`src/psw_pkg.sv`:
```
package psw_pkg;
    // ==========================================
    // Timing
    localparam int CLK_NS        = 20;
    localparam int WAKE_MAX_MS   = 2;
    localparam int PULSE_MS      = 50;
    localparam int WAKE_CYC_DEF  = WAKE_MAX_MS * 1000000 / CLK_NS;
    localparam int PULSE_CYC_DEF = PULSE_MS * 1000000 / CLK_NS;
    localparam int CNT_W         = 22;
    // ==========================================
    // Device register byte addresses
    localparam logic [7:0] ADR_IRQ_STAT = 8'h58;
    localparam logic [7:0] ADR_TEST     = 8'h64;
    localparam logic [7:0] ADR_PWR_CTRL = 8'h84;
    localparam logic [7:0] ADR_PHY_BAS  = 8'hA0;
    localparam logic [7:0] ADR_PHY_MODE = 8'hA4;
    localparam logic [7:0] ADR_EEP_CMD  = 8'hB0;
    // Arbitrary fixed pattern returned by the test register
    localparam logic [31:0] TEST_PATTERN = 32'h1234ABCD;
    localparam logic [7:0]  EEP_MARKER   = 8'hA5;
    // ==========================================
    // Field positions
    localparam int PC_READY   = 0;
    localparam int PC_PIN_EN  = 1;
    localparam int PC_FRM_EN  = 2;
    localparam int PC_NRG_EN  = 3;
    localparam int PC_SRC_LO  = 4;
    localparam int PC_PULSE   = 6;
    localparam int PC_MODE_LO = 12;
    localparam int IS_WAKE    = 0;
    localparam int IS_EN      = 8;
    localparam int EC_RELOAD  = 0;
    localparam int EC_LOADED  = 1;
    localparam int EC_FAIL    = 2;
    localparam int PB_PDOWN   = 11;
    localparam int PM_EDPD    = 13;
    localparam logic [1:0] MODE_D0  = 2'h0;
    localparam logic [1:0] MODE_D1  = 2'h1;
    localparam logic [1:0] MODE_D2  = 2'h2;
    localparam logic [1:0] SRC_NONE = 2'h0;
    localparam logic [1:0] SRC_NRG  = 2'h1;
    localparam logic [1:0] SRC_FRM  = 2'h2;
    // ==========================================
    // Host controller registers (software side)
    localparam logic [1:0] HR_CMD   = 2'h0;
    localparam logic [1:0] HR_WDATA = 2'h1;
    localparam logic [1:0] HR_RDATA = 2'h2;
    localparam logic [1:0] HR_STAT  = 2'h3;
    localparam int HC_WRITE   = 8;
    localparam int HS_BUSY    = 0;
    localparam int HS_READY   = 1;
    localparam int HS_REFUSED = 2;
    localparam int HS_NEEDRD  = 3;
    localparam int HS_IRQ     = 4;
    localparam int HS_PME     = 5;
    // ==========================================
    // States
    typedef enum logic [1:0] {
        PS_D0   = 2'b00,
        PS_D1   = 2'b01,
        PS_D2   = 2'b11,
        PS_WAKE = 2'b10
    } psw_state_type;
    typedef enum logic [1:0] {
        HS_IDLE = 2'b00,
        HS_STRB = 2'b01,
        HS_DATA = 2'b11
    } psw_hstate_type;
endpackage

```
`src/psw_if.sv`:
```
`timescale 1ns/10ps
`default_nettype none
interface psw_if;
    logic [7:0]  addr;
    logic [31:0] wdata;
    logic        wr;
    logic        rd;
    logic [31:0] rdata;
    logic        irq;
    logic        pme;
    modport dev (
        input  addr,
        input  wdata,
        input  wr,
        input  rd,
        output rdata,
        output irq,
        output pme
    );
    modport host (
        output addr,
        output wdata,
        output wr,
        output rd,
        input  rdata,
        input  irq,
        input  pme
    );
endinterface
`default_nettype wire

```
`src/psw_device.sv`:
```
`timescale 1ns/10ps
`default_nettype none
module psw_device
    import psw_pkg::*;
#(
    parameter int WAKE_CYC  = WAKE_CYC_DEF,
    parameter int PULSE_CYC = PULSE_CYC_DEF
) (
    input  wire logic       clk,
    input  wire logic       nrst,
    psw_if.dev              bus,
    input  wire logic       frame_wake_detect,
    input  wire logic       line_energy_present,
    input  wire logic [7:0] eeprom_byte0,
    output logic            clk_en_phy,
    output logic            clk_en_rx_pm,
    output logic            clk_en_mac,
    output logic            clk_en_host,
    output logic            clk_en_core,
    output logic            phy_powerdown,
    output logic            phy_reset,
    output logic            phy_edpd,
    output logic            phy_active
);
    // ==========================================
    // State
    psw_state_type    state_r, state_nxt;
    logic             ready_r, ready_nxt;
    logic             rdseen_r, rdseen_nxt;
    logic             pin_en_r, pin_en_nxt;
    logic             frm_en_r, frm_en_nxt;
    logic             nrg_en_r, nrg_en_nxt;
    logic             pulse_r, pulse_nxt;
    logic [1:0]       src_r, src_nxt;
    logic             wint_r, wint_nxt;
    logic             int_en_r, int_en_nxt;
    logic             loaded_r, loaded_nxt;
    logic             fail_r, fail_nxt;
    logic             pdown_r, pdown_nxt;
    logic             edpd_r, edpd_nxt;
    logic [CNT_W-1:0] wcnt_r, wcnt_nxt;
    logic [CNT_W-1:0] pcnt_r, pcnt_nxt;
    logic             arm_r, arm_nxt;
    logic [31:0]      rdata_r, rdata_nxt;
    logic             irq_r, irq_nxt;
    logic             pme_r, pme_nxt;
    logic [4:0]       cken_r, cken_nxt;
    logic             phyrst_r, phyrst_nxt;
    logic             phyact_r, phyact_nxt;

    logic             wr_ok;
    logic             wake_wr;
    logic             pme_int;
    logic             drive;
    logic             detect;
    logic [1:0]       mode_w;

    function automatic logic [1:0] mode_of(input psw_state_type s);
        case (s)
            PS_D1:   mode_of = MODE_D1;
            PS_D2:   mode_of = MODE_D2;
            default: mode_of = MODE_D0;
        endcase
    endfunction

    // ==========================================
    // Access qualification
    assign mode_w  = bus.wdata[PC_MODE_LO+1:PC_MODE_LO];
    assign wr_ok   = bus.wr && ready_r && rdseen_r;
    assign wake_wr = bus.wr && (bus.addr == ADR_TEST)
                     && (state_r == PS_D1 || state_r == PS_D2);
    // Internal wake interrupt; ends when source or matching enable clears
    assign pme_int = (src_r[1] && frm_en_r) || (src_r[0] && nrg_en_r);
    assign drive   = pme_int && pin_en_r;
    assign detect  = (state_r == PS_D1 && frame_wake_detect)
                     || (state_r == PS_D2 && line_energy_present);

    // ==========================================
    // Next-state logic
    always_comb begin
        state_nxt  = state_r;
        ready_nxt  = ready_r;
        rdseen_nxt = rdseen_r;
        pin_en_nxt = pin_en_r;
        frm_en_nxt = frm_en_r;
        nrg_en_nxt = nrg_en_r;
        pulse_nxt  = pulse_r;
        src_nxt    = src_r;
        wint_nxt   = wint_r;
        int_en_nxt = int_en_r;
        loaded_nxt = loaded_r;
        fail_nxt   = fail_r;
        pdown_nxt  = pdown_r;
        edpd_nxt   = edpd_r;
        wcnt_nxt   = wcnt_r;
        pcnt_nxt   = pcnt_r;
        arm_nxt    = drive;
        rdata_nxt  = 32'h00000000;
        phyrst_nxt = 1'b0;

        if (bus.rd) begin
            rdseen_nxt = 1'b1;
        end

        // Register writes; settings survive sleep untouched
        if (wr_ok) begin
            if (bus.addr == ADR_PWR_CTRL) begin
                pin_en_nxt = bus.wdata[PC_PIN_EN];
                frm_en_nxt = bus.wdata[PC_FRM_EN];
                nrg_en_nxt = bus.wdata[PC_NRG_EN];
                pulse_nxt  = bus.wdata[PC_PULSE];
                // Ones clear the source field
                src_nxt = src_r & ~bus.wdata[PC_SRC_LO+1:PC_SRC_LO];
                if (mode_w == MODE_D1) begin
                    state_nxt = PS_D1;
                    ready_nxt = 1'b0;
                end else if (mode_w == MODE_D2) begin
                    state_nxt = PS_D2;
                    ready_nxt = 1'b0;
                end
            end else if (bus.addr == ADR_IRQ_STAT) begin
                int_en_nxt = bus.wdata[IS_EN];
                if (bus.wdata[IS_WAKE]) begin
                    wint_nxt = 1'b0;
                end
            end else if (bus.addr == ADR_EEP_CMD) begin
                if (bus.wdata[EC_RELOAD]) begin
                    loaded_nxt = (eeprom_byte0 == EEP_MARKER);
                    fail_nxt   = (eeprom_byte0 != EEP_MARKER);
                end
            end else if (bus.addr == ADR_PHY_BAS) begin
                pdown_nxt = bus.wdata[PB_PDOWN];
                // Clearing general powerdown restarts the PHY
                phyrst_nxt = pdown_r && !bus.wdata[PB_PDOWN];
            end else if (bus.addr == ADR_PHY_MODE) begin
                edpd_nxt = bus.wdata[PM_EDPD];
            end
        end

        // Detection wins over a same-cycle clear
        if (state_r == PS_D1 && frame_wake_detect) begin
            src_nxt = SRC_FRM;
        end else if (state_r == PS_D2 && line_energy_present) begin
            src_nxt = SRC_NRG;
        end
        if (detect || pme_int) begin
            wint_nxt = 1'b1;
        end

        // Wake sequence: field reads D0 at once, ready follows
        if (wake_wr) begin
            state_nxt = PS_WAKE;
            wcnt_nxt  = '0;
        end else if (state_r == PS_WAKE) begin
            if (wcnt_r == CNT_W'(WAKE_CYC - 1)) begin
                state_nxt  = PS_D0;
                ready_nxt  = 1'b1;
                rdseen_nxt = 1'b0;
            end else begin
                wcnt_nxt = wcnt_r + 1'b1;
            end
        end

        // Pin pulse timer restarts on each new assertion
        if (drive && !arm_r) begin
            pcnt_nxt = CNT_W'(PULSE_CYC - 1);
        end else if (pcnt_r != '0) begin
            pcnt_nxt = pcnt_r - 1'b1;
        end
        if (pulse_r) begin
            pme_nxt = drive && (pcnt_r != '0 || !arm_r);
        end else begin
            pme_nxt = drive;
        end

        irq_nxt = wint_r && int_en_r;

        // Clock gating per power state
        case (state_r)
            PS_D1:   cken_nxt = 5'h19;
            PS_D2:   cken_nxt = 5'h00;
            default: cken_nxt = 5'h1F;
        endcase
        phyact_nxt = !pdown_r && !(edpd_r && !line_energy_present);

        // Reads; only the power register while ready is low
        if (bus.rd) begin
            if (bus.addr == ADR_PWR_CTRL) begin
                rdata_nxt[PC_READY]  = ready_r;
                rdata_nxt[PC_PIN_EN] = pin_en_r;
                rdata_nxt[PC_FRM_EN] = frm_en_r;
                rdata_nxt[PC_NRG_EN] = nrg_en_r;
                rdata_nxt[PC_SRC_LO+1:PC_SRC_LO]   = src_r;
                rdata_nxt[PC_PULSE]                = pulse_r;
                rdata_nxt[PC_MODE_LO+1:PC_MODE_LO] = mode_of(state_r);
            end else if (!ready_r) begin
                rdata_nxt = 32'h00000000;
            end else if (bus.addr == ADR_IRQ_STAT) begin
                rdata_nxt[IS_WAKE] = wint_r;
                rdata_nxt[IS_EN]   = int_en_r;
            end else if (bus.addr == ADR_TEST) begin
                rdata_nxt = TEST_PATTERN;
            end else if (bus.addr == ADR_EEP_CMD) begin
                rdata_nxt[EC_LOADED] = loaded_r;
                rdata_nxt[EC_FAIL]   = fail_r;
            end else if (bus.addr == ADR_PHY_BAS) begin
                rdata_nxt[PB_PDOWN] = pdown_r;
            end else if (bus.addr == ADR_PHY_MODE) begin
                rdata_nxt[PM_EDPD] = edpd_r;
            end
        end
    end

    // ==========================================
    // Registers
    always_ff @(posedge clk) begin
        if (!nrst) begin
            state_r  <= PS_D0;
            ready_r  <= 1'b1;
            rdseen_r <= 1'b0;
            pin_en_r <= 1'b0;
            frm_en_r <= 1'b0;
            nrg_en_r <= 1'b0;
            pulse_r  <= 1'b0;
            src_r    <= SRC_NONE;
            wint_r   <= 1'b0;
            int_en_r <= 1'b0;
            loaded_r <= 1'b0;
            fail_r   <= 1'b0;
            pdown_r  <= 1'b0;
            edpd_r   <= 1'b0;
            wcnt_r   <= '0;
            pcnt_r   <= '0;
            arm_r    <= 1'b0;
            rdata_r  <= 32'h00000000;
            irq_r    <= 1'b0;
            pme_r    <= 1'b0;
            cken_r   <= 5'h1F;
            phyrst_r <= 1'b0;
            phyact_r <= 1'b1;
        end else begin
            state_r  <= state_nxt;
            ready_r  <= ready_nxt;
            rdseen_r <= rdseen_nxt;
            pin_en_r <= pin_en_nxt;
            frm_en_r <= frm_en_nxt;
            nrg_en_r <= nrg_en_nxt;
            pulse_r  <= pulse_nxt;
            src_r    <= src_nxt;
            wint_r   <= wint_nxt;
            int_en_r <= int_en_nxt;
            loaded_r <= loaded_nxt;
            fail_r   <= fail_nxt;
            pdown_r  <= pdown_nxt;
            edpd_r   <= edpd_nxt;
            wcnt_r   <= wcnt_nxt;
            pcnt_r   <= pcnt_nxt;
            arm_r    <= arm_nxt;
            rdata_r  <= rdata_nxt;
            irq_r    <= irq_nxt;
            pme_r    <= pme_nxt;
            cken_r   <= cken_nxt;
            phyrst_r <= phyrst_nxt;
            phyact_r <= phyact_nxt;
        end
    end

    // ==========================================
    // Outputs
    assign bus.rdata     = rdata_r;
    assign bus.irq       = irq_r;
    assign bus.pme       = pme_r;
    assign clk_en_phy    = cken_r[4];
    assign clk_en_rx_pm  = cken_r[3];
    assign clk_en_mac    = cken_r[2];
    assign clk_en_host   = cken_r[1];
    assign clk_en_core   = cken_r[0];
    assign phy_powerdown = pdown_r;
    assign phy_reset     = phyrst_r;
    assign phy_edpd      = edpd_r;
    assign phy_active    = phyact_r;
endmodule
`default_nettype wire

```
`src/flat_wrapper.sv`:
```
// flat-port wrapper written by rule: the top's interface ports become plain ports
module psw_device_flat import psw_pkg::*;
#(
    parameter int WAKE_CYC  = WAKE_CYC_DEF,
    parameter int PULSE_CYC = PULSE_CYC_DEF
)
  (clk, nrst, frame_wake_detect, line_energy_present, eeprom_byte0, clk_en_phy, clk_en_rx_pm, clk_en_mac, clk_en_host, clk_en_core, phy_powerdown, phy_reset, phy_edpd, phy_active, bus_addr, bus_wdata, bus_wr, bus_rd, bus_rdata, bus_irq, bus_pme);
  psw_if bus_i ();
  input  wire logic clk;
  input  wire logic nrst;
  input  wire logic frame_wake_detect;
  input  wire logic line_energy_present;
  input  wire logic [7:0] eeprom_byte0;
  output logic clk_en_phy;
  output logic clk_en_rx_pm;
  output logic clk_en_mac;
  output logic clk_en_host;
  output logic clk_en_core;
  output logic phy_powerdown;
  output logic phy_reset;
  output logic phy_edpd;
  output logic phy_active;
  input wire logic [$bits(bus_i.addr)-1:0] bus_addr;
  input wire logic [$bits(bus_i.wdata)-1:0] bus_wdata;
  input wire logic [$bits(bus_i.wr)-1:0] bus_wr;
  input wire logic [$bits(bus_i.rd)-1:0] bus_rd;
  output wire logic [$bits(bus_i.rdata)-1:0] bus_rdata;
  output wire logic [$bits(bus_i.irq)-1:0] bus_irq;
  output wire logic [$bits(bus_i.pme)-1:0] bus_pme;
  assign bus_i.addr = bus_addr;
  assign bus_i.wdata = bus_wdata;
  assign bus_i.wr = bus_wr;
  assign bus_i.rd = bus_rd;
  assign bus_rdata = bus_i.rdata;
  assign bus_irq = bus_i.irq;
  assign bus_pme = bus_i.pme;
  psw_device #(.WAKE_CYC(WAKE_CYC), .PULSE_CYC(PULSE_CYC)) u_core (.clk(clk), .nrst(nrst), .bus(bus_i), .frame_wake_detect(frame_wake_detect), .line_energy_present(line_energy_present), .eeprom_byte0(eeprom_byte0), .clk_en_phy(clk_en_phy), .clk_en_rx_pm(clk_en_rx_pm), .clk_en_mac(clk_en_mac), .clk_en_host(clk_en_host), .clk_en_core(clk_en_core), .phy_powerdown(phy_powerdown), .phy_reset(phy_reset), .phy_edpd(phy_edpd), .phy_active(phy_active));
endmodule
```
`config.mk`:
```
export PLATFORM = sky130hd
export DESIGN_NAME = psw_device_flat
export DESIGN_NICKNAME = d
export VERILOG_FILES = /design/src/psw_pkg.sv /design/src/psw_if.sv /design/src/psw_device.sv /design/src/flat_wrapper.sv
export SDC_FILE = /design/constraint.sdc
export NUM_CORES = 1
export LEC_CHECK = 0
export ABC_CLOCK_PERIOD_IN_PS = 2100
export BUFFER_PORTS_ARGS = -buffer_cell sky130_fd_sc_hd__buf_2
export CAP_MARGIN = 20
export CORE_ASPECT_RATIO = 0.75
export CORE_MARGIN = 10
export CORE_UTILIZATION = 25
export CTS_BUF_LIST = sky130_fd_sc_hd__clkbuf_4
export CTS_CLUSTER_DIAMETER = 150
export DETAILED_ROUTE_END_ITERATION = 8
export SYNTH_ARGS = -nofsm -noshare
export SYNTH_HDL_FRONTEND = slang
export SYNTH_SLANG_ARGS = --single-unit
```
`constraint.sdc`:
```
create_clock -name clk -period 2.1 [get_ports clk]
set_input_delay 0.42 -clock clk [delete_from_list [all_inputs] [get_ports clk]]
set_output_delay 0.42 -clock clk [all_outputs]
set_load 0.005 [all_outputs]
```
======== Yosys cells after proc, flatten, opt, wreduce, memory -nomap -nowiden ========
Cells that the tools add are included.
storage, ports and cells
  bits in writable memories ............... 0
  memories kept ........................... 0
  bits in read-only memories .............. 0
  latch bits .............................. 0
  register bits after elaboration ......... 99
  output and inout port bits .............. 43
cells by class
  magnitude comparators ................... 0
  reduce and logical (&&, ||, !) cells .... 50
  mux-type cells .......................... 51
  multiply operators ...................... 0
  equality and inequality tests ........... 15
  bitwise logic cells ..................... 11
  shift-type cells ........................ 0
  divide/modulo/power cells ............... 0
  add/subtract/negate cells ............... 2
operators by type and width
  kind                     number
  $mux W22                 2
  $eq A8 B8 Y1 const B     5
  $mux W2                  14
  $mux W1                  27
  $add A22 B1 Y22 const B  1
  $eq A22 B17 Y1 const B   1
  $reduce_bool A22 Y1      1
  $sub A22 B1 Y22 const B  1
  $mux W7                  3
  $eq A8 B7 Y1 const B     2
  $logic_and A1 B1 Y1      15
  $mux W15                 1
  $mux W14                 1
  $reduce_bool A2 Y1       6
  $pmux W5 S2              1
  $reduce_and A2 Y1        5
  $reduce_and A5 Y1        2
  $not A1 Y1               9
  $ne A8 B8 Y1 const B     1
  $eq A2 B2 Y1 const B     3
  $reduce_and A6 Y1        1
  $reduce_bool A3 Y1       2
  $reduce_or A2 Y1         3
  $reduce_or A6 Y1         1
  12 further kinds         21

======== Longest topological paths before layout ========
Gate-level depths: netlist of run 1.
  depth after elaboration ................. 8
  depth in mapped cells ................... 7
  mapped depth without buffers ............ 6

======== Least setup slack after synthesis of run 1 ========
OpenSTA, ideal clock, no wires.
  path kind ............................... flip-flop to flip-flop
  start point ............................. register u_core.wcnt_r[5]
  end point ............................... register u_core.wcnt_r[1]
  slack ................................... 0.248 ns
  setup time .............................. 0.125 ns
  path buffers ............................ 1
  data required time ...................... 1.975 ns
  cell stages (with the launch flop) ...... 7
  data arrival time ....................... 1.727 ns
  cells stage by stage .................... dfxtp_1 -> or4_1 -> or3_4 -> o21ai_4 -> buf_6 -> mux2i_1 -> nor2_2
between the ends
  cells in the longest elaborated chain, start to end .. 3
RTL lines
  item                         RTL line           RTL
  start: declaration           psw_device.sv:41   logic [CNT_W-1:0] wcnt_r, wcnt_nxt;
  start signal: assignment     psw_device.sv:256  wcnt_r <= wcnt_nxt;
  $eq A22 B17 Y1               psw_device.sv:155  if (wcnt_r == CNT_W'(WAKE_CYC - 1)) begin
  $not A1 Y1 (no line)         n/a
  $reduce_and A2 Y1 (no line)  n/a
Every way passes these cells.
A chain may end at the register's enable or synchronous reset.

======== Worst setup path in the final report of run 1 ========
  start point ............................. register u_core.wcnt_r[0]
  end point ............................... register u_core.wcnt_r[4]
between the ends
  cells in the longest elaborated chain, start to end .. 3
  elaborated cells between the ends (all ways) .. 4
  classes of those cells .................. 1 x add/sub; 1 x eq/ne; 1 x bitwise; 1 x reduce/logical
RTL lines
  item
  parallel branches: the longest is 3 deep, another holds $add A22 B1 Y22
Parallel ways; which one is timed is not known.

==> results.md, run 1 <==
- Mapped Area: 3764 um^2
- Crit share post-route: 93.99%
- Ys flop type: dfxtp_1
- Post-Route Setup TNS: 0 ns
- DRC viols: 0
- # nets final: 571
- Worst setup SP type: flip-flop
- Max Clock Freq: 0.5066 GHz
- Power Internal: 3.111 mW
- Slowest Stage Delay on Critical Path: 0.47 ns
- Post-Synth XOR/XNOR Area: 7.680%
- Post-synthesis compound-gate area fraction: 11.10%
- Min Tclk post-route: 1.974 ns
- Row count: 38
- RSZ-0062 raised after global routing: no
- Worst-Margin Slew: 0.5266 ns
- Endpoints failing setup: 0
- DRT Wirelength: 10,210 um
- Hold Crit Class: in -> reg
- Post-synth top area share: 42.02%
- ANT nets after route: 0
- CTS buffer count: 9
- Critical Path, Cell by Cell: ha_1 > and4_1 > nand4_1 > o21ai_4 > buf_4 > or4_1 > nand2_1
- Layout cells sized above 1: 22.93%
- First-pass iteration count of the detailed router: 4
- CTS root buf: clkbuf_4
- Initial DRC count: 195
- Routed via count: 3,335
- CP Capture Point: u_core.wcnt_r[4]
- Crit path max fanout: 6
- Leak pwr: 1.814 nW
- WP buf/inv: 1
- Post-synth EDFFs: 0
- Worst R2R End: u_core.wcnt_r[4]
- Clock power share: 21.1%
- Max stage delay cell, worst path: or4_1
- Switching part of the total power: 36.34%
- Power after layout: 4.887 mW
- MaxCap Viol Count: 0
- Net switching power: 1.776 mW
- Die footprint: 20,410 um^2
- Final Max Tran Viols: 0
- Area Overhead vs Synth: 20.18%
- Ys async rst share: 0%
- Main combinational cell family by area after synthesis: simple AND/OR/NAND/NOR gates
- GP Congestion: 0.8391
- Area leader, netlist: dfxtp_1
- Status: completed
- Adder-Cell Fraction of Synth Area: 1.263%
- Post-synthesis mux area share: 2.128%
- Die Width: 161.7 um
- Largest net degree at the start of global routing: 17
- Synthesized area per cell: 8.672 um^2
- Port Buf Inserts: 62
- Seq/Total Area, Yosys: 42.02%
- Core area: 14,600 um^2
- Gate power share: 40.2%
- Via-per-instance ratio: 4.632
- Gr usage total: 9.952%
- CTS sink cnt: 79
- Netlist cell types: 52
- Top cells by area, synth: dfxtp_1 (42%), nor2_1 (4.9%), buf_4 (4.6%)
- CTS max path bufs: 2
- Seq pwr share: 38.8%
- Fin. Hold Viols: 0
- Flop2flop setup slack: 0.13 ns
- Peak supply drop: 0.0004399 V
- WP depth: 7
- Flops & latches, synth: 79
- CP Data Arrival Time: 2.36 ns
- Antenna violations before repair: 1
- Clk slew on worst S/H paths: 0.13 ns
- Skew-Pair Late Insertion Delay: 0.44 ns
- Crit path from: u_core.wcnt_r[0]
- CTS tree: built
- Worst path top cell family by delay: simple AND/OR/NAND/NOR gates
- Setup Skew: 0.01371 ns
- Hpwl dp: 7982 um
- Post-CTS Resized: 0
- Reg-to-Reg Start: u_core.wcnt_r[0]
- H-tree depth: 3
- Synth warn: 0
- Die Ht: 126.3 um
- Crit path capture type: flip-flop
- Fillers: 1,567
- PD cells: 1081 nW/um^2
- Vias in the first global route: 3,282
- Initial Util: 25.78%
- WL per Instance: 14.18 um
- Critical path class: reg -> reg
- GRT overflow: 0
- Slew headroom: 64.40%
- Synth Instances: 434
- CP required: 2.49 ns
- Wire length of the first global-routing pass: 16,710 um
- Synth Area in Simple Gates: 28.79%
- Number of I/O pins: 97
- Reg2reg path depth: 7
-- cells in the mapped netlist (all sizes together), types with 5 or more instances --
cell type / instances
inv: 9
xor2: 19
mux2i: 8
and3: 6
clkbuf: 5
dfxtp: 79
or3: 6
o211ai: 5
nor2: 51
nand2: 35
nor3: 18
nand3: 23
o21ai: 16
buf: 29
nor4: 13
o21a: 11
nor2b: 7
xnor2: 14
a21oi: 19
nand4: 13
-- cell families (layout without fill, tap and decap cells) --
group                      after synthesis  in the layout
muxes                                    8              8
xor gates and xnor gates                33             33
DFF                                     79             79
adders and majority gates                4              4
and+or+nand+nor                        203            203
other                                    1             14
AOI/OAI and AO/OA                       63             63
buffers and inverters                   43            116
-- layout by cell type (no fill, tap or decap), types with 8 or more instances in the layout --
cell type / instances
dfxtp_1: 79
buf_2: 62
nor2_1: 49
nand2_1: 35
buf_4: 29
nand3_1: 23
xor2_1: 19
nor3_1: 17
a21oi_1: 17
xnor2_1: 14
nand4_1: 13
conb_1: 13
nor4_1: 11
o21a_1: 11
clkbuf_4: 10
inv_1: 9
mux2i_1: 8
o21ai_0: 8
-- worst min path at each step --
stage / from / to / depth (start not counted)
floorplan: u_core.nrg_en_r / u_core.bus.rdata[3] / 2
global route: bus_wdata[11] / u_core.phy_reset / 2
CTS: bus_wdata[11] / u_core.phy_reset / 2
finish: bus_wdata[11] / u_core.phy_reset / 2
detailed placement: u_core.nrg_en_r / u_core.bus.rdata[3] / 2
global placement: u_core.pulse_r / u_core.bus.rdata[6] / 2
-- worst register-to-register path, cell delays in order, from the launching register on --
cell	delay, ns
dfxtp_1	0.35
ha_1	0.25
and4_1	0.23
nand4_1	0.25
o21ai_4	0.14
buf_4	0.15
or4_1	0.47
nand2_1	0.08
-- area by class of cell --
class | count | area [um^2] | share of cell area, %
multi-input combinational | 324 | 1967 | 43.49
sequential | 79 | 1582 | 34.97
timing repair buffer | 91 | 528.0 | 11.67
tap | 200 | 250.2 | 5.533
clock inverter | 6 | 85.08 | 1.881
clock buffer | 10 | 75.07 | 1.660
inverter | 9 | 33.78 | 0.7469
antenna | 1 | 2.502 | 0.05533
-- per-stage QoR --
step | setup slack (ns) | instance area, um^2 | utilization, % | std cells | hold WS (ns)
2_1_floorplan | 0.2479 | 3809 | - | 446 | 0.4345
3_3_place_gp | 0.1245 | 4330 | 29.67 | 699 | 0.4555
3_5_place_dp | 0.1026 | 4330 | 29.67 | 699 | 0.4682
4_1_cts | 0.08258 | 4491 | 30.76 | 715 | 0.1267
5_1_grt | 0.06858 | 4523 | 30.99 | 720 | 0.1405
6_report | 0.1262 | 4523 | 30.99 | 720 | 0.1547
-- power by group through the flow --
stage / clock, mW / combinational [mW] / sequential (mW)
detailed placement: 0 / 1.90 / 1.92
CTS: 1.06 / 1.92 / 1.89
global route: 1.12 / 2.19 / 1.92
global placement: 0 / 1.86 / 1.91
finish: 1.03 / 1.96 / 1.89
floorplan: 0 / 1.41 / 1.88
-- layer usage --
metal / up-vias / GRT usage [%] / share of wire, % / routed length [um]
met1: 1565 / 13.27 / 49 / 4980
li1: 1663 / - / - / -
met2: 98 / 14.64 / 42 / 4337
met5: - / 0 / 0 / 0
met3: 9 / 3.613 / 7.7 / 782
met4: 0 / 3.043 / 1.0 / 106
-- sequential cells by signal (all words and copies together), names as in the netlist, 2 cells and up --
signal	flops
u_core.pcnt_r	22
u_core.wcnt_r	22
u_core.bus.rdata	12
u_core.cken_r	2
u_core.src_r	2
u_core.state_r	2
-- repair_timing --
| item | 4_1_cts | 5_1_grt |
|---|---|---|
| endpoints found under the setup margin | 0 | 7 |
| hold buffers | 0 | 0 |
| buffers inserted | 0 | 4 |
Note: power is estimated with default switching activity, not from simulation.
==> inputs of run 2 (changes only) <==
--- a/config.mk
+++ b/config.mk
@@ -14,6 +14,7 @@
 export CTS_BUF_LIST = sky130_fd_sc_hd__clkbuf_4
 export CTS_CLUSTER_DIAMETER = 150
 export DETAILED_ROUTE_END_ITERATION = 8
+export PLACE_DENSITY = 0.49
 export SYNTH_ARGS = -nofsm -noshare
 export SYNTH_HDL_FRONTEND = slang
 export SYNTH_SLANG_ARGS = --single-unit
==> constraint.sdc (replaced) <==
create_clock -name clk -period 2.1 [get_ports clk]
set_input_delay 0.42 -clock clk [delete_from_list [all_inputs] [get_ports clk]]
set_output_delay 0.42 -clock clk [all_outputs]
set_load 0.1 [all_outputs]
==> run 2 against run 1 <==
Compared with the run above:
- clock-buffer cell count unchanged
- routed wire length decreased by 3.4%
- sequential share of layout area increased by 0.087 points
- fmax decreased by 0.29%
- via count decreased by 3.0%
- first-iteration DRC count decreased by 17%
- cell count decreased by 0.14%
- power increased by 1.6%
==> results.md, run 2 (synthesis gave the netlist of run 1 again) <==
- Status: completed
- Number of I/O pins: 97 (unchanged)
- Max stage delay cell, worst path: or4_1
- CP required: 2.45 ns (-0.04 ns)
- H-tree depth: 3 (unchanged)
- Reg2reg path depth: 5 (-2)
- Area Overhead vs Synth: 19.88%
- Fillers: 1,577 (+0.64%)
- Power after layout: 4.964 mW (+1.6%)
- Skew-Pair Late Insertion Delay: 0.43 ns (about the same)
- Worst R2R End: u_core.wcnt_r[1]
- Core area: 14,600 um^2 (unchanged)
- Power Internal: 3.071 mW (-1.3%)
- Hold Crit Class: in -> reg
- Min Tclk post-route: 1.980 ns (+0.005767 ns)
- Hold buffer count at cts: 0 (unchanged)
- Post-CTS Resized: 0 (unchanged)
- CTS sink cnt: 79 (unchanged)
- Row count: 38 (unchanged)
- Crit share post-route: 94.26% (+0.27 points)
- CTS buffer count: 9 (unchanged)
- GRT overflow: 0 (unchanged)
- WL per Instance: 13.72 um (-3.2%)
- PD cells: 1100 nW/um^2 (+1.8%)
- Register area: 1582 um^2 (unchanged)
- Hold path cells: 2 (unchanged)
- M3 GR Usage: 4.232% (+0.62 points)
- Endpoints failing setup: 0 (unchanged)
- # nets final: 570 (-0.18%)
- Slowest Stage Delay on Critical Path: 0.51 ns (+0.04 ns)
- Area of the multi-input gates: 1974 um^2 (+0.38%)
- Routing usage on met2: 14.08% (-0.56 points)
- Routed via count: 3,234 (-3.0%)
- CTS max path bufs: 2 (unchanged)
- Worst setup SP type: flip-flop
- First-pass iteration count of the detailed router: 4 (unchanged)
- Hold Path End: u_core.phy_reset
- Initial Util: 25.78% (unchanged)
- Most frequent cells in the layout: dfxtp_1 (79), buf_2 (62), nor2_1 (49)
- Setup Skew: 0.007032 ns (-0.006680 ns)
- Gate power share: 43.5% (+3.3 points)
- Final Max Tran Viols: 0 (unchanged)
- Crit path max fanout: 12 (+6)
- Antenna violations before repair: 1 (unchanged)
- Via-per-instance ratio: 4.498 (-2.9%)
- Critical path class: reg -> reg
- Layout cells sized above 1: 22.97% (+0.044 points)
- Post-Route Setup TNS: 0 ns (unchanged)
- Clk slew on worst S/H paths: 0.13 ns (about the same)
- Gr usage total: 9.793% (-0.16 points)
- CTS tree: built
- DRT Wirelength: 9862 um (-3.4%)
- Met1 Use GR: 12.96% (-0.30 points)
- Seq pwr share: 37.9% (-0.9 points)
- Crit path capture type: flip-flop
- MaxCap Viol Count: 0 (unchanged)
- Critical Path, Cell by Cell: or4_1 > or3_4 > o21ai_4 > mux2i_1 > nor2_2
- HP Start: bus_wdata[11]
- Initial DRC count: 161 (-17%)
- Net switching power: 1.892 mW (+6.5%)
- GP Congestion: 0.7907 (-5.8%)
- Die footprint: 20,410 um^2 (unchanged)
- Port Buf Inserts: 62 (unchanged)
- Reg-to-Reg Start: u_core.wcnt_r[5]
- CTS root buf: clkbuf_4
- CP Data Arrival Time: 2.33 ns (-0.03 ns)
- DRC viols: 0 (unchanged)
- Die Width: 161.7 um (unchanged)
- Max Clock Freq: 0.5052 GHz (-0.29%)
- Largest net degree at the start of global routing: 24 (+7)
- Clock power share: 18.6% (-2.5 points)
- Hpwl dp: 7667 um (-3.9%)
- Switching part of the total power: 38.13% (+1.8 points)
- Flop2flop setup slack: 0.12 ns (about the same)
- Grt peak-use layer: met2
- Setup bufs post-CTS: 0 (unchanged)
- Peak supply drop: 0.0005288 V (+20%)
- ANT nets after route: 0 (unchanged)
- Fin. Hold Viols: 0 (unchanged)
- Leak pwr: 1.801 nW (-0.69%)
- Wire length of the first global-routing pass: 16,320 um (-2.4%)
- RSZ-0062 raised after global routing: no
- Die Ht: 126.3 um (unchanged)
- Commonest non-fill, non-tap cell in the layout: dfxtp_1
- Vias in the first global route: 3,222 (-1.8%)
==> run 2: per-layer routing <==
layer / wire (um) / part of all wire [%]
met5: 0 / 0
met4: 91 / 0.92
met2: 4017 / 41
met1: 4967 / 50
met3: 784 / 7.9
==> run 2: cell type report <==
type	instances	area share, %
repair buffers	90	11.81
clock inverters	6	1.359
well taps	200	5.546
clock buffers	10	1.664
flip-flops and latches	79	35.05
multi-input cells	324	43.76
inverters	9	0.7488
diodes	1	0.05546
==> run 2: per-stage QoR <==
stage,cells,util (%),setup slack (ns),hold slack [ns],area [um^2]
floorplan,446,-,0.2160,0.4345,3809
global placement,702,29.91,0.1318,0.4630,4365
detailed placement,702,29.91,0.1345,0.4693,4365
CTS,718,30.84,0.1188,0.1187,4502
global route,719,30.91,0.03485,0.1283,4512
finish,719,30.91,0.1205,0.1612,4512
==> run 2: worst max path at each step <==
stage / from / endpoint / slack, ns / cells past startpoint
final: u_core.wcnt_r[5] / u_core.wcnt_r[1] / 0.12 / 5
after detailed placement: u_core.wcnt_r[5] / u_core.wcnt_r[1] / 0.13 / 5
after CTS: u_core.wcnt_r[5] / u_core.wcnt_r[1] / 0.12 / 5
after floorplan: u_core.bus.rdata[25] / bus_rdata[15] / 0.22 / 1
after global placement: u_core.wcnt_r[5] / u_core.wcnt_r[1] / 0.13 / 5
after global routing: u_core.wcnt_r[5] / u_core.wcnt_r[1] / 0.03 / 5
==> run 2: worst max-delay path, delay by kind of cell, from the launching register on <==
kind	cells	cell delay, ns
flops	1	0.37
compound gates	1	0.33
mux	1	0.26
simple gates	3	0.93
==> run 2: power groups by stage <==
stage	combinational (mW)	clock (mW)	sequential, mW
finish	2.16	0.924	1.88
global route	2.41	1.02	1.91
CTS	2.16	0.961	1.87
detailed placement	2.14	0	1.91
global placement	2.12	0	1.91
floorplan	1.51	0	1.88
==> inputs of run 3 (changes only) <==
--- a/config.mk
+++ b/config.mk
@@ -15,6 +15,7 @@
 export CTS_CLUSTER_DIAMETER = 150
 export DETAILED_ROUTE_END_ITERATION = 8
 export PLACE_DENSITY = 0.49
+export RECOVER_POWER = 25
 export SYNTH_ARGS = -nofsm -noshare
 export SYNTH_HDL_FRONTEND = slang
 export SYNTH_SLANG_ARGS = --single-unit
==> run 3 against run 2 <==
Compared with the run above:
- final area down 0.50%
- die area did not move
- worst hold slack lost 0.0029 ns
- power about the same
- worst setup slack improved by 0.00068 ns
==> results.md, run 3 (synthesis gave the netlist of run 1 again) <==
- CP Data Arrival Time: 2.33 ns (about the same)
- Fillers: 1,586 (+0.57%)
- Gr usage total: 9.793% (unchanged)
- CTS root buf: clkbuf_4
- Initial DRC count: 172 (+6.8%)
- First-pass iteration count of the detailed router: 4 (unchanged)
- Max Clock Freq: 0.5053 GHz (about the same)
- Vias in the first global route: 3,222 (unchanged)
- RSZ-0062 raised after global routing: no
- Hold path cells: 2 (unchanged)
- Leak pwr: 1.776 nW (-1.4%)
- Cell Area, Placed: 4365 um^2 (unchanged)
- Reg2reg path depth: 5 (unchanged)
- Die footprint: 20,410 um^2 (unchanged)
- DRT Wirelength: 9860 um (about the same)
- Status: completed
- CTS sink cnt: 79 (unchanged)
- GRT overflow: 0 (unchanged)
- Row count: 38 (unchanged)
- CTS buffer count: 9 (unchanged)
- Commonest non-fill, non-tap cell in the layout: dfxtp_1
- WP depth: 5 (unchanged)
- Routed wl met2: 4018 um (about the same)
- H-tree depth: 3 (unchanged)
- Most frequent cells in the layout: dfxtp_1 (79), buf_2 (61), nor2_1 (50)
- CTS max path bufs: 2 (unchanged)
- DRC viols: 0 (unchanged)
- Crit path max fanout: 12 (unchanged)
- Final instance area: 4489 um^2 (-0.50%)
- MaxCap Viol Count: 0 (unchanged)
- Met1 Wirelength: 4938 um (-0.58%)
- Critical path class: reg -> reg
- Core area: 14,600 um^2 (unchanged)
- WL met3: 804 um (+2.6%)
- Crit share post-route: 94.23% (about the same)
- Worst slack at placement: 0.1345 ns (unchanged)
- Die Width: 161.7 um (unchanged)
- Max layer used: met4
- Critical Path, Cell by Cell: or4_1 > or3_4 > o21ai_4 > mux2i_1 > nor2_2
- Peak supply drop: 0.0005260 V (-0.53%)
- WP buf/inv: 0 (unchanged)
- Fin. Hold Viols: 0 (unchanged)
- Setup Skew: 0.007416 ns (+0.0003840 ns)
- Final Max Tran Viols: 0 (unchanged)
- Post-Route Setup TNS: 0 ns (unchanged)
- Routed via count: 3,252 (+0.56%)
- CP required: 2.45 ns (about the same)
- Wire length of the first global-routing pass: 16,320 um (unchanged)
- Register area: 1582 um^2 (unchanged)
- Via-per-instance ratio: 4.523 (+0.56%)
- Hpwl dp: 7667 um (unchanged)
- ANT nets after route: 0 (unchanged)
- Worst path top cell family by delay: simple AND/OR/NAND/NOR gates
- Min Tclk post-route: 1.979 ns (-0.0006810 ns)
- Area of the multi-input gates: 1972 um^2 (-0.13%)
- Clk slew on worst S/H paths: 0.13 ns (about the same)
- Crit path capture type: flip-flop
- Slowest Stage Delay on Critical Path: 0.51 ns (about the same)
- Area Overhead vs Synth: 19.28%
- Hold Crit Class: in -> reg
- Die Ht: 126.3 um (unchanged)
- Endpoints failing setup: 0 (unchanged)
- GP Congestion: 0.7907 (unchanged)
- PD cells: 1105 nW/um^2 (+0.49%)
- Layout cells sized above 1: 21.62% (-1.4 points)
- Antenna violations before repair: 1 (unchanged)
- WL per Instance: 13.71 um (about the same)
- Skew-Pair Late Insertion Delay: 0.44 ns (about the same)
- Initial Util: 25.78% (unchanged)
- Port Buf Inserts: 62 (unchanged)
- Worst setup SP type: flip-flop
- # nets final: 570 (unchanged)
- Largest net degree at the start of global routing: 24 (unchanged)
- CTS tree: built
- Final worst slack: 0.1211 ns (+0.0006810 ns)
- Number of I/O pins: 97 (unchanged)
- Power after layout: 4.963 mW (about the same)
- Max stage delay cell, worst path: or4_1
run 3: area by class of cell:
type                            count  share of cell area [%]
Inverter                            9                  0.7525
Sequential cell                    79                   35.23
Clock buffer                       10                   1.672
Antenna cell                        1                 0.05574
Multi-Input combinational cell    324                   43.92
Timing Repair Buffer               90                   11.43
Clock inverter                      6                   1.366
Tap cell                          200                   5.574
run 3: layer usage:
layer / vias to the layer above / global-route usage [%]
li1: 1666 / -
met1: 1490 / 12.96
met2: 89 / 14.08
met3: 7 / 4.232
met4: 0 / 2.883
met5: - / 0
run 3: path summary, 6_finish.rpt:
| path | from | to | slack, ns |
|---|---|---|---|
| max | u_core.wcnt_r[5] | u_core.wcnt_r[1] | 0.12 |
| max reg2reg | u_core.wcnt_r[5] | u_core.wcnt_r[1] | 0.12 |
| min | bus_wdata[11] | u_core.phy_reset | 0.16 |
| min reg2reg | u_core.loaded_r | u_core.loaded_r | 0.49 |
run 3: worst reg2reg max path: stages, from the launching register on:
cell	delay (ns)
dfxtp_1	0.37
or4_1	0.51
or3_4	0.38
o21ai_4	0.33
mux2i_1	0.26
nor2_2	0.04
run 3: what timing repair did:
action,in CTS,in global routing
buffers inserted,0,0
hold buffers,0,0
setup endpoints to repair,0,4
resized for setup,0,2
run 3: power by group:
group | switching (mW) | internal [mW] | total, mW
clock network | 0.556 | 0.370 | 0.926
registers | 0.189 | 1.69 | 1.88
logic | 1.15 | 1.01 | 2.16
total | 1.89 | 3.07 | 4.96
run 3: through the flow:
step / hold slack, ns / utilization [%] / cells
after global routing: 0.1283 / 30.76 / 719
after global placement: 0.4630 / 29.91 / 702
final: 0.1583 / 30.76 / 719
after detailed placement: 0.4693 / 29.91 / 702
after CTS: 0.1187 / 30.84 / 718
after floorplan: 0.4345 / - / 446
